<file path="config.mk">
export PLATFORM = sky130hd
export DESIGN_NAME = timer_counter
export DESIGN_NICKNAME = d
export VERILOG_FILES = /design/src/core/tc_pkg.sv /design/src/core/pin_if.sv /design/src/core/pin_filter.sv /design/src/core/timer_counter.sv
export SDC_FILE = /design/constraint.sdc
export NUM_CORES = 1
export LEC_CHECK = 0
export ABC_CLOCK_PERIOD_IN_PS = 6900
export BUFFER_PORTS_ARGS = -buffer_cell sky130_fd_sc_hd__buf_2
export CAP_MARGIN = 15
export CORE_ASPECT_RATIO = 0.5
export CORE_MARGIN = 8
export CORE_UTILIZATION = 30
export CTS_BUF_LIST = sky130_fd_sc_hd__clkbuf_4
export CTS_CLUSTER_DIAMETER = 80
export CTS_CLUSTER_SIZE = 12
export DETAILED_ROUTE_END_ITERATION = 16
export GPL_TIMING_DRIVEN = 0
export PLACE_DENSITY = 0.46
export SLEW_MARGIN = 5
export SYNTH_ARGS = -nofsm -noshare
export SYNTH_HDL_FRONTEND = slang
export SYNTH_SLANG_ARGS = --single-unit
</file>
<file path="constraint.sdc">
create_clock -name clk_i -period 6.9 [get_ports clk_i]
set_input_delay 1.725 -clock clk_i [delete_from_list [all_inputs] [get_ports clk_i]]
set_output_delay 1.725 -clock clk_i [all_outputs]
set_load 0.1 [all_outputs]
</file>
<file path="src/core/tc_pkg.sv">
package tc_pkg;

    // Register byte offsets on the bus
    localparam logic [4:0]  OFS_CTRL       = 5'h00; // Control register
    localparam logic [4:0]  OFS_CMPA       = 5'h04; // Compare register A
    localparam logic [4:0]  OFS_CAPB       = 5'h08; // Compare/capture register B
    localparam logic [4:0]  OFS_PWR        = 5'h0c; // Clock mode and stop entry
    localparam logic [4:0]  OFS_STAT       = 5'h10; // Live state, read only

    // Control register fields and reset value
    localparam int          CTRL_MODE_LSB  = 0;     // Operating mode select
    localparam int          CTRL_SRC_LSB   = 2;     // Source clock select
    localparam int          CTRL_START_LSB = 4;     // Start control
    localparam int          CTRL_OPT_BIT   = 6;     // Capture or stop option
    localparam logic [7:0]  CTRL_RESET     = 8'h00; // Stopped after reset

    // Power register fields and reset value
    localparam int          PWR_SLOW_BIT   = 0;     // Slow or sleep clocking
    localparam int          PWR_TAP_BIT    = 1;     // Prescaler tap select
    localparam int          PWR_STOP_BIT   = 2;     // Write 1: enter stop mode
    localparam logic [1:0]  PWR_RESET      = 2'h0;  // Normal clocking

    // Compare register reset value
    localparam logic [15:0] CMP_RESET      = 16'hffff;

    // Field encodings
    localparam logic [1:0]  MODE_BASIC     = 2'b00; // Timer, trigger, event
    localparam logic [1:0]  SRC_DEEP       = 2'b00; // Deep prescaler tap
    localparam logic [1:0]  SRC_MID        = 2'b01; // Clock over 2^7
    localparam logic [1:0]  SRC_FAST       = 2'b10; // Clock over 2^3
    localparam logic [1:0]  SRC_PIN        = 2'b11; // External pin
    localparam logic [1:0]  START_STOP     = 2'b00; // Stop and clear
    localparam logic [1:0]  START_CMD      = 2'b01; // Command start
    localparam logic [1:0]  START_RISE     = 2'b10; // Rising edge
    localparam logic [1:0]  START_FALL     = 2'b11; // Falling edge

    // Prescaler taps, as powers of two
    localparam int          DIV_W          = 11;    // Prescaler width
    localparam int          DIV_DEEP       = 11;    // System clock over 2^11
    localparam int          DIV_MID        = 7;     // System clock over 2^7
    localparam int          DIV_FAST       = 3;     // System clock over 2^3
    localparam int          FS_DIV         = 3;     // Low clock over 2^3

    // Pin noise filter, in periods of the system clock
    localparam int          FILT_REJECT_FC = 4;     // Always rejected
    localparam int          FILT_ACCEPT_FC = 12;    // Always accepted
    localparam logic [3:0]  FILT_THRESH    =
        4'((FILT_REJECT_FC + FILT_ACCEPT_FC) / 2);

    // Counter state
    typedef enum logic [1:0] {st_stop, st_wait, st_run} run_state_t;

endpackage : tc_pkg

</file>
<file path="src/core/pin_if.sv">
`timescale 1ns/100ps
`default_nettype none

// Filtered counter input pin shared between filter and counter
interface pin_if;
    logic slow_mode; // Bypass the noise filter
    logic level;     // Filtered pin level
    logic rise;      // One-cycle rising edge
    logic fall;      // One-cycle falling edge

    modport filt (input slow_mode, output level, rise, fall);
    modport user (output slow_mode, input level, rise, fall);
endinterface : pin_if

`default_nettype wire

</file>
<file path="src/core/pin_filter.sv">
`timescale 1ns/100ps
`default_nettype none

// Synchronises and de-glitches the counter input pin
module pin_filter
    import tc_pkg::*;
(
    input  wire logic clk_i,
    input  wire logic rst_i,
    input  wire logic counter_input_pin_i,
    pin_if.filt       pin
);

    logic       sync1;      // First synchroniser stage
    logic       sync2;      // Second synchroniser stage
    logic [3:0] stable;     // Cycles the new level has held
    logic       level;      // Accepted level
    logic       next_level; // Level after this cycle
    logic       differs;    // Synchronised pin disagrees with level
    logic       accept;     // Filter lets the new level through

    assign differs    = sync2 != level;
    // Long enough run wins; slow clocking bypasses the filter
    assign accept     = differs & (pin.slow_mode |
                        (stable == FILT_THRESH - 4'h1));
    assign next_level = accept ? sync2 : level;

    // Two-stage synchroniser
    always_ff @(posedge clk_i or posedge rst_i) begin
        if (rst_i) begin
            sync1 <= 1'b0;
            sync2 <= 1'b0;
        end else begin
            sync1 <= counter_input_pin_i;
            sync2 <= sync1;
        end
    end

    // Run-length counter and edge outputs
    always_ff @(posedge clk_i or posedge rst_i) begin
        if (rst_i) begin
            stable    <= 4'h0;
            level     <= 1'b0;
            pin.rise  <= 1'b0;
            pin.fall  <= 1'b0;
        end else begin
            stable    <= (differs & ~accept) ? stable + 4'h1 : 4'h0;
            level     <= next_level;
            pin.rise  <= next_level & ~level;
            pin.fall  <= ~next_level & level;
        end
    end

    assign pin.level = level;
endmodule : pin_filter

`default_nettype wire

</file>
<file path="src/core/timer_counter.sv">
// Notes on behaviour
// - Timer mode counts source ticks, pin rising edges when the pin source is selected
// - Timer match with A: interrupt, clear, continue
// - Capture enable copies count into B per tick
// - Trigger mode holds counter until trigger edge
// - Stop option: opposite edge halts, no interrupt
// - Trigger mode match: clear, halt, interrupt
// - Halted counter restarts from zero on trigger
// - Without option, opposite and repeat edges ignored
// - Filter rejects 4 clocks, accepts 12 clocks
// - Slow clocking bypasses the pin filter
// - Event mode counts selected pin edges
// - Event match checked on opposite edge
// - Capture also works in event mode
// - Source select picks prescaler tap or pin
// - Mode select 00 is timer, trigger, event
// - Compare value commits after upper byte, next tick
// - Stop mode entry forces start control to 00
//
// Added by the designer: the Avalon-MM interface to the registers and the address map.
`timescale 1ns/100ps
`default_nettype none

module timer_counter
    import tc_pkg::*;
(
    input  wire logic        clk_i,
    input  wire logic        rst_i,
    input  wire logic [4:0]  address_i,
    input  wire logic        read_i,
    input  wire logic        write_i,
    input  wire logic [31:0] writedata_i,
    input  wire logic [3:0]  byteenable_i,
    output var  logic [31:0] readdata_o,
    output logic             waitrequest_o,
    input  wire logic        counter_input_pin_i,
    input  wire logic        low_clock_i,
    output var  logic        timer_interrupt_o
);

    pin_if pin ();                       // Filtered pin edges

    logic [7:0]    ctrl;                 // Control register
    logic [1:0]    pwr;                  // Slow mode and tap select
    logic [15:0]   count;                // Up-counter
    logic [15:0]   next_count;           // Counter after this cycle
    run_state_t    state;                // Counter state
    run_state_t    next_state;           // State after this cycle
    logic          next_irq;             // Interrupt this cycle
    logic [DIV_W-1:0] div;               // Free prescaler
    logic          fs_s1;                // Low clock sync stage 1
    logic          fs_s2;                // Low clock sync stage 2
    logic          fs_s3;                // Low clock edge history
    logic [2:0]    fs_cnt;               // Low clock divider
    logic          ack;                  // Bus answer cycle
    logic [7:0]    cmp_lo   [2];         // Lower byte holding
    logic [15:0]   cmp_stage[2];         // Value awaiting a tick
    logic          cmp_pend [2];         // Staged value not yet live
    logic [15:0]   cmp_val  [2];         // Live compare values

    // Bus decode
    wire           bus_busy = read_i | write_i;
    wire           wr_ok    = write_i & ack;
    wire           wr_ctrl  = wr_ok & (address_i == OFS_CTRL) &
                              byteenable_i[0];
    wire           wr_pwr   = wr_ok & (address_i == OFS_PWR) &
                              byteenable_i[0];
    wire           stop_req = wr_pwr & writedata_i[PWR_STOP_BIT];
    wire           wr_cmp[2];
    assign wr_cmp[0] = wr_ok & (address_i == OFS_CMPA);
    assign wr_cmp[1] = wr_ok & (address_i == OFS_CAPB);

    // Control and power field views
    wire [1:0]     mode_sel  = ctrl[CTRL_MODE_LSB +: 2];
    wire [1:0]     src_sel   = ctrl[CTRL_SRC_LSB +: 2];
    wire [1:0]     start_sel = ctrl[CTRL_START_LSB +: 2];
    wire           option    = ctrl[CTRL_OPT_BIT];
    wire           slow_mode = pwr[PWR_SLOW_BIT];
    wire           tap_sel   = pwr[PWR_TAP_BIT];

    // Mode decode; other modes hold the counter stopped
    wire           mode_ok  = mode_sel == MODE_BASIC;
    wire           is_timer = mode_ok & (start_sel == START_CMD);
    wire           is_event = mode_ok & start_sel[1] & (src_sel == SRC_PIN);
    wire           is_ext   = mode_ok & start_sel[1] & (src_sel != SRC_PIN);

    // Selected and opposite pin edges
    wire           sel_edge = (start_sel == START_FALL) ? pin.fall
                                                        : pin.rise;
    wire           opp_edge = (start_sel == START_FALL) ? pin.rise
                                                        : pin.fall;

    // Prescaler taps and source tick
    wire           fs_rise   = fs_s2 & ~fs_s3;
    wire           fs_tick   = fs_rise & (&fs_cnt);
    wire           deep_tick = (slow_mode | tap_sel) ? fs_tick
                                : &div[DIV_DEEP-1:0];
    wire           mid_tick  = ~slow_mode & (&div[DIV_MID-1:0]);
    wire           fast_tick = ~slow_mode & (&div[DIV_FAST-1:0]);
    wire           src_tick  = (src_sel == SRC_DEEP) ? deep_tick
                             : (src_sel == SRC_MID)  ? mid_tick
                             : (src_sel == SRC_FAST) ? fast_tick
                             : sel_edge;
    wire           match     = count == cmp_val[0];
    wire           capture   = option & (is_timer | is_event) &
                               (state == st_run) & src_tick;

    // Read data selection
    wire [31:0]    rd_mux =
          (address_i == OFS_CTRL) ? {24'h0, ctrl}
        : (address_i == OFS_CMPA) ? {16'h0, cmp_val[0]}
        : (address_i == OFS_CAPB) ? {16'h0, cmp_val[1]}
        : (address_i == OFS_PWR)  ? {30'h0, pwr}
        : (address_i == OFS_STAT) ? {28'h0, cmp_pend[1], cmp_pend[0],
                                     state == st_run, state == st_wait}
        : 32'h0;

    assign waitrequest_o  = bus_busy & ~ack;
    assign pin.slow_mode  = slow_mode;

    pin_filter u_filter (
        .clk_i               (clk_i),
        .rst_i               (rst_i),
        .counter_input_pin_i (counter_input_pin_i),
        .pin                 (pin)
    );

    // One wait cycle, then answer
    always_ff @(posedge clk_i or posedge rst_i) begin
        if (rst_i) begin
            ack        <= 1'b0;
            readdata_o <= 32'h0;
        end else begin
            ack        <= bus_busy & ~ack;
            if (read_i & ~ack) begin
                readdata_o <= rd_mux;
            end
        end
    end

    // Control and power registers; stop entry wins
    always_ff @(posedge clk_i or posedge rst_i) begin
        if (rst_i) begin
            ctrl <= CTRL_RESET;
            pwr  <= PWR_RESET;
        end else begin
            if (stop_req) begin
                ctrl[CTRL_START_LSB +: 2] <= START_STOP;
            end else if (wr_ctrl) begin
                ctrl <= writedata_i[7:0];
            end
            if (wr_pwr) begin
                pwr <= writedata_i[1:0];
            end
        end
    end

    // Prescaler and low clock divider
    always_ff @(posedge clk_i or posedge rst_i) begin
        if (rst_i) begin
            div    <= '0;
            fs_s1  <= 1'b0;
            fs_s2  <= 1'b0;
            fs_s3  <= 1'b0;
            fs_cnt <= 3'h0;
        end else begin
            div    <= div + 11'h001;
            fs_s1  <= low_clock_i;
            fs_s2  <= fs_s1;
            fs_s3  <= fs_s2;
            fs_cnt <= fs_rise ? fs_cnt + 3'h1 : fs_cnt;
        end
    end

    // Compare registers, staged until the next source tick
    for (genvar gi = 0; gi < 2; gi++) begin : g_cmp
        wire hi_wr = wr_cmp[gi] & byteenable_i[1];
        wire [7:0] lo_new = byteenable_i[0] ? writedata_i[7:0]
                                            : cmp_lo[gi];
        always_ff @(posedge clk_i or posedge rst_i) begin
            if (rst_i) begin
                cmp_lo[gi]    <= CMP_RESET[7:0];
                cmp_stage[gi] <= CMP_RESET;
                cmp_pend[gi]  <= 1'b0;
                cmp_val[gi]   <= CMP_RESET;
            end else begin
                cmp_lo[gi] <= wr_cmp[gi] ? lo_new : cmp_lo[gi];
                if (hi_wr) begin
                    cmp_stage[gi] <= {writedata_i[15:8], lo_new};
                end
                // A new upper byte write outranks the commit
                cmp_pend[gi] <= hi_wr | (cmp_pend[gi] & ~src_tick);
                if (gi == 1 && capture) begin
                    cmp_val[gi] <= count;
                end else if (cmp_pend[gi] & src_tick) begin
                    cmp_val[gi] <= cmp_stage[gi];
                end
            end
        end
    end

    // Counter sequencing
    always_comb begin
        next_state = state;
        next_count = count;
        next_irq   = 1'b0;
        case (state)
            st_stop: begin
                if (is_timer | is_event) begin
                    next_state = st_run;
                end else if (is_ext) begin
                    next_state = st_wait;
                end
            end
            st_wait: begin
                // Held at zero until the trigger edge
                next_count = 16'h0000;
                if (sel_edge) begin
                    next_state = st_run;
                end
            end
            default: begin
                if (is_timer) begin
                    // Source ticks; pin rising edges when SRC_PIN is selected
                    if (src_tick & match) begin
                        next_count = 16'h0000;
                        next_irq   = 1'b1;
                    end else if (src_tick) begin
                        next_count = count + 16'h0001;
                    end
                end else if (is_ext) begin
                    // Repeated trigger edges are ignored
                    if (src_tick & match) begin
                        next_count = 16'h0000;
                        next_irq   = 1'b1;
                        next_state = st_wait;
                    end else if (option & opp_edge) begin
                        next_count = 16'h0000;
                        next_state = st_wait;
                    end else if (src_tick) begin
                        next_count = count + 16'h0001;
                    end
                end else begin
                    if (opp_edge & match) begin
                        next_count = 16'h0000;
                        next_irq   = 1'b1;
                    end else if (sel_edge) begin
                        next_count = count + 16'h0001;
                    end
                end
            end
        endcase
        // Stop control or another mode clears the counter
        if (!(is_timer | is_event | is_ext)) begin
            next_state = st_stop;
            next_count = 16'h0000;
        end
    end

    // Counter state registers
    always_ff @(posedge clk_i or posedge rst_i) begin
        if (rst_i) begin
            state             <= st_stop;
            count             <= 16'h0000;
            timer_interrupt_o <= 1'b0;
        end else begin
            state             <= next_state;
            count             <= next_count;
            timer_interrupt_o <= next_irq;
        end
    end
endmodule : timer_counter

`default_nettype wire

</file>
==> results.json <==
{
  "status": "finished clean",
  "synth_top_area_share_pct": 28.0,
  "dr.pass1.iters": 5,
  "cts_hold_buf": 0,
  "nNetsFinal": 812,
  "drt_wl_total_um": 19800,
  "cp_max_fo": 2,
  "hp-class": "reg2reg",
  "ir_worst_vdd_mv": 0.0784,
  "grt_max_degree": 110,
  "fin_crit_sh_pct": 60.0,
  "synth_area_sq_um": 7510,
  "fin_area_sq_um": 8540,
  "port_buffers": 44,
  "fp-row-count": 41,
  "crit_required_ns": 5.18,
  "design.core.area_sq_um": 24900,
  "layout-drive-gt1-share_pct": 33.5,
  "vias_per_cell": 4.71,
  "grt_use_total_pct": 13.4,
  "cts_tree": "done",
  "setup_viol": 0,
  "path_buf_inv": 2,
  "cts.repair.resized": 0,
  "path_class": "in2out",
  "fmax_mhz": 242,
  "gp_congestion": 0.807,
  "ys_seq_elements": 154,
  "ys.flop_type": "dfstp_2",
  "io_pins": 81,
  "grt_overflow": 0,
  "vias": 5264,
  "postPlaceCellArea_sq_um": 8260,
  "clock_latency_ns": 0.58,
  "p_leak_nw": 3.78,
  "drt-initial-drc-count": 395,
  "cp-end-kind": "output pin",
  "synth-edff-count": 0,
  "crit_chain": "buf_2 > nor2_1 > nor2_1 > buf_2",
  "clk_pin_slew_ns": 0.13,
  "r2r_setup_slack_ns": 3.76,
  "crit_family": "buffers and inverters",
  "cts_root_buf": "clkbuf_4",
  "die_w_um": 240,
  "clock_skew_ns": 0.0244,
  "synth_top_area_cell": "dfstp_2",
  "critPathMaxStageDelay_ns": 0.45,
  "syn_inst": 680,
  "start_kind": "input pin",
  "grt_pass1_vias": 5249,
  "drtAntennaViolNets": 0,
  "hpwl_um": 14600,
  "initial_core_util_pct": 30.2,
  "postCtsSetupBuffers": 0,
  "drc_errors": 0,
  "powerDensity_nw_per_um2": 225,
  "fillers": 2547,
  "cts.sinks": 154,
  "final_core_util_pct": 34.3,
  "cap_viol_max_count": 0,
  "grt_antenna_before_repair": 2,
  "worst_pin_slew_ns": 0.832,
  "fp.dieH_um": 128,
  "grt_setup_unrepaired": "no",
  "slew_headroom_pct": 44.0,
  "avgSynthCellArea_sq_um": 11.0,
  "area_delta_synth_final_pct": 13.6,
  "wl_per_cell_um": 17.8,
  "drv_slew": 0,
  "cts_buffers": 17,
  "post-route-min-period_ns": 4.14,
  "yosys-top-cells-area": "dfstp_2 (28%), dfrtp_1 (25%), mux2_2 (9.0%), mux2i_1 (5.5%), nand2_1 (3.8%)",
  "h-tree-depth": 4,
  "crit_path_top_delay_cell": "buf_2",
  "clk_path_buf_depth": 2,
  "ys_async_sr_fraction_pct": 100,
  "netlist-cell-type-count": 69,
  "grt_pass1_wl_um": 31500,
  "hold_viol_final": 0,
  "crit_arrival_ns": 2.41,
  "die_area_sq_um": 30700,
  "yosysSeqAreaShare_pct": 52.6,
  "ys_warn_count": 0
}
layout by cell type (no fill, tap or decap), types with 14 or more instances in the layout:
cell type and n:
clkbuf_4 18, buf_4 17, o21ai_0 50, dfrtp_1 74
xor2_1 20, dfstp_2 80, nand2_1 76, a21oi_1 23
conb_1 16, buf_2 50, nor2_1 44, clkbuf_1 24
o21ai_1 16, mux2i_1 41, mux2_2 60, nand3_1 14
path summary, 6_finish.rpt:
kind / from / end / cells after the start
max in group asynchronous: rst_i / count[9] / 3
setup reg to reg: div[0] / cmp_val[4] / 10
hold / removal: fs_s1 / fs_s2 / 0
hold reg to reg: fs_s1 / fs_s2 / 0
min in group asynchronous: rst_i / u_filter.stable[3] / 2
setup / recovery: read_i / waitrequest_o / 4
registers in the layout, indices dropped and copies added, names as in the netlist, 2 cells and up:
signal	cells
cmp_stage	32
ctrl	8
div	11
state	2
cmp_val	32
pwr	2
cmp_lo	16
count	16
u_filter.stable	4
fs_cnt	3
readdata_o	16
cmp_pend	2
kinds of logic (layout without fill, tap and decap cells):
kind of cell	after synthesis	count (layout)	share of synthesized area [%]
AOI/OAI and AO/OA	136	136	11.5
xor gates and xnor gates	28	28	3.26
adders and majority gates	6	6	0.999
buffers and inverters	59	136	4.10
DFF	154	154	52.6
muxes	101	101	14.5
other	1	17	0.0499
and+or+nand+nor	195	195	13.0
metal layers:
| layer | track usage [%] | up-vias | wire length, um |
|---|---|---|---|
| met3 | 3.30 | 13 | 897 |
| met1 | 19.9 | 2612 | 10400 |
| met4 | 3.00 | 2 | 165 |
| li1 | - | 2547 | - |
| met2 | 19.2 | 90 | 8370 |
| met5 | 0 | - | 13 |
synth_stat cells, drive strengths merged (3+ instances only):
cell,n
buf,26
o21ai,66
nor3,4
a221oi,4
nor2b,5
xnor2,8
xor2,20
nor3b,3
a21oi,23
inv,9
a21boi,3
or4,3
nand4,8
nand3,16
nor4,9
nand3b,3
mux2i,41
nor2,45
and3,8
mux2,60
dfstp,80
a22oi,10
nand2,76
and2,3
or2,4
ha,6
a22o,4
clkbuf,24
a31oi,3
o31ai,5
dfrtp,74
final cells by class:
cell class | instances | area, sq um | area share, %
Clock inverter | 14 | 145 | 1.70
Clock buffer | 18 | 135 | 1.58
Timing Repair Buffer | 45 | 248 | 2.90
Buffer | 50 | 274 | 3.21
Multi-Input combinational cell | 482 | 3310 | 38.7
Tap cell | 344 | 430 | 5.04
Inverter | 9 | 41.3 | 0.484
Sequential cell | 154 | 3950 | 46.3
Antenna cell | 1 | 2.50 | 0.0293
through the flow:
| step | setup slack (ns) | instances | power, W | hold WS [ns] | setup TNS (ns) |
|---|---|---|---|---|---|
| floorplan | 1.16 | 695 | 0.00128 | 0.331 | 0 |
| global placement | -0.893 | 1083 | 0.00136 | 0.334 | -65.02 |
| detailed placement | 2.74 | 1084 | 0.00137 | 0.335 | 0 |
| CTS | 2.74 | 1116 | 0.00195 | 0.365 | 0 |
| global route | 2.70 | 1117 | 0.00203 | 0.370 | 0 |
| finish | 2.76 | 1117 | 0.00192 | 0.363 | 0 |
power breakdown:
group	switching (W)	leakage (nW)	total, W	internal, W
logic	0.000194	1.80	0.000302	0.000109
registers	0.0000517	1.82	0.00105	0.00100
clock network	0.000349	0.155	0.000569	0.000221
worst reg2reg max path: stages (launching register included):
cell      delay [ns]
dfrtp_1         0.43
ha_1            0.24
ha_1            0.20
nor3b_1         0.13
or4_1           0.57
and2_0          0.24
clkbuf_1        0.17
o21ai_1         0.35
clkbuf_1        0.54
nand2_1         0.12
o21ai_1         0.10
Power figures use the tool's default switching activity.
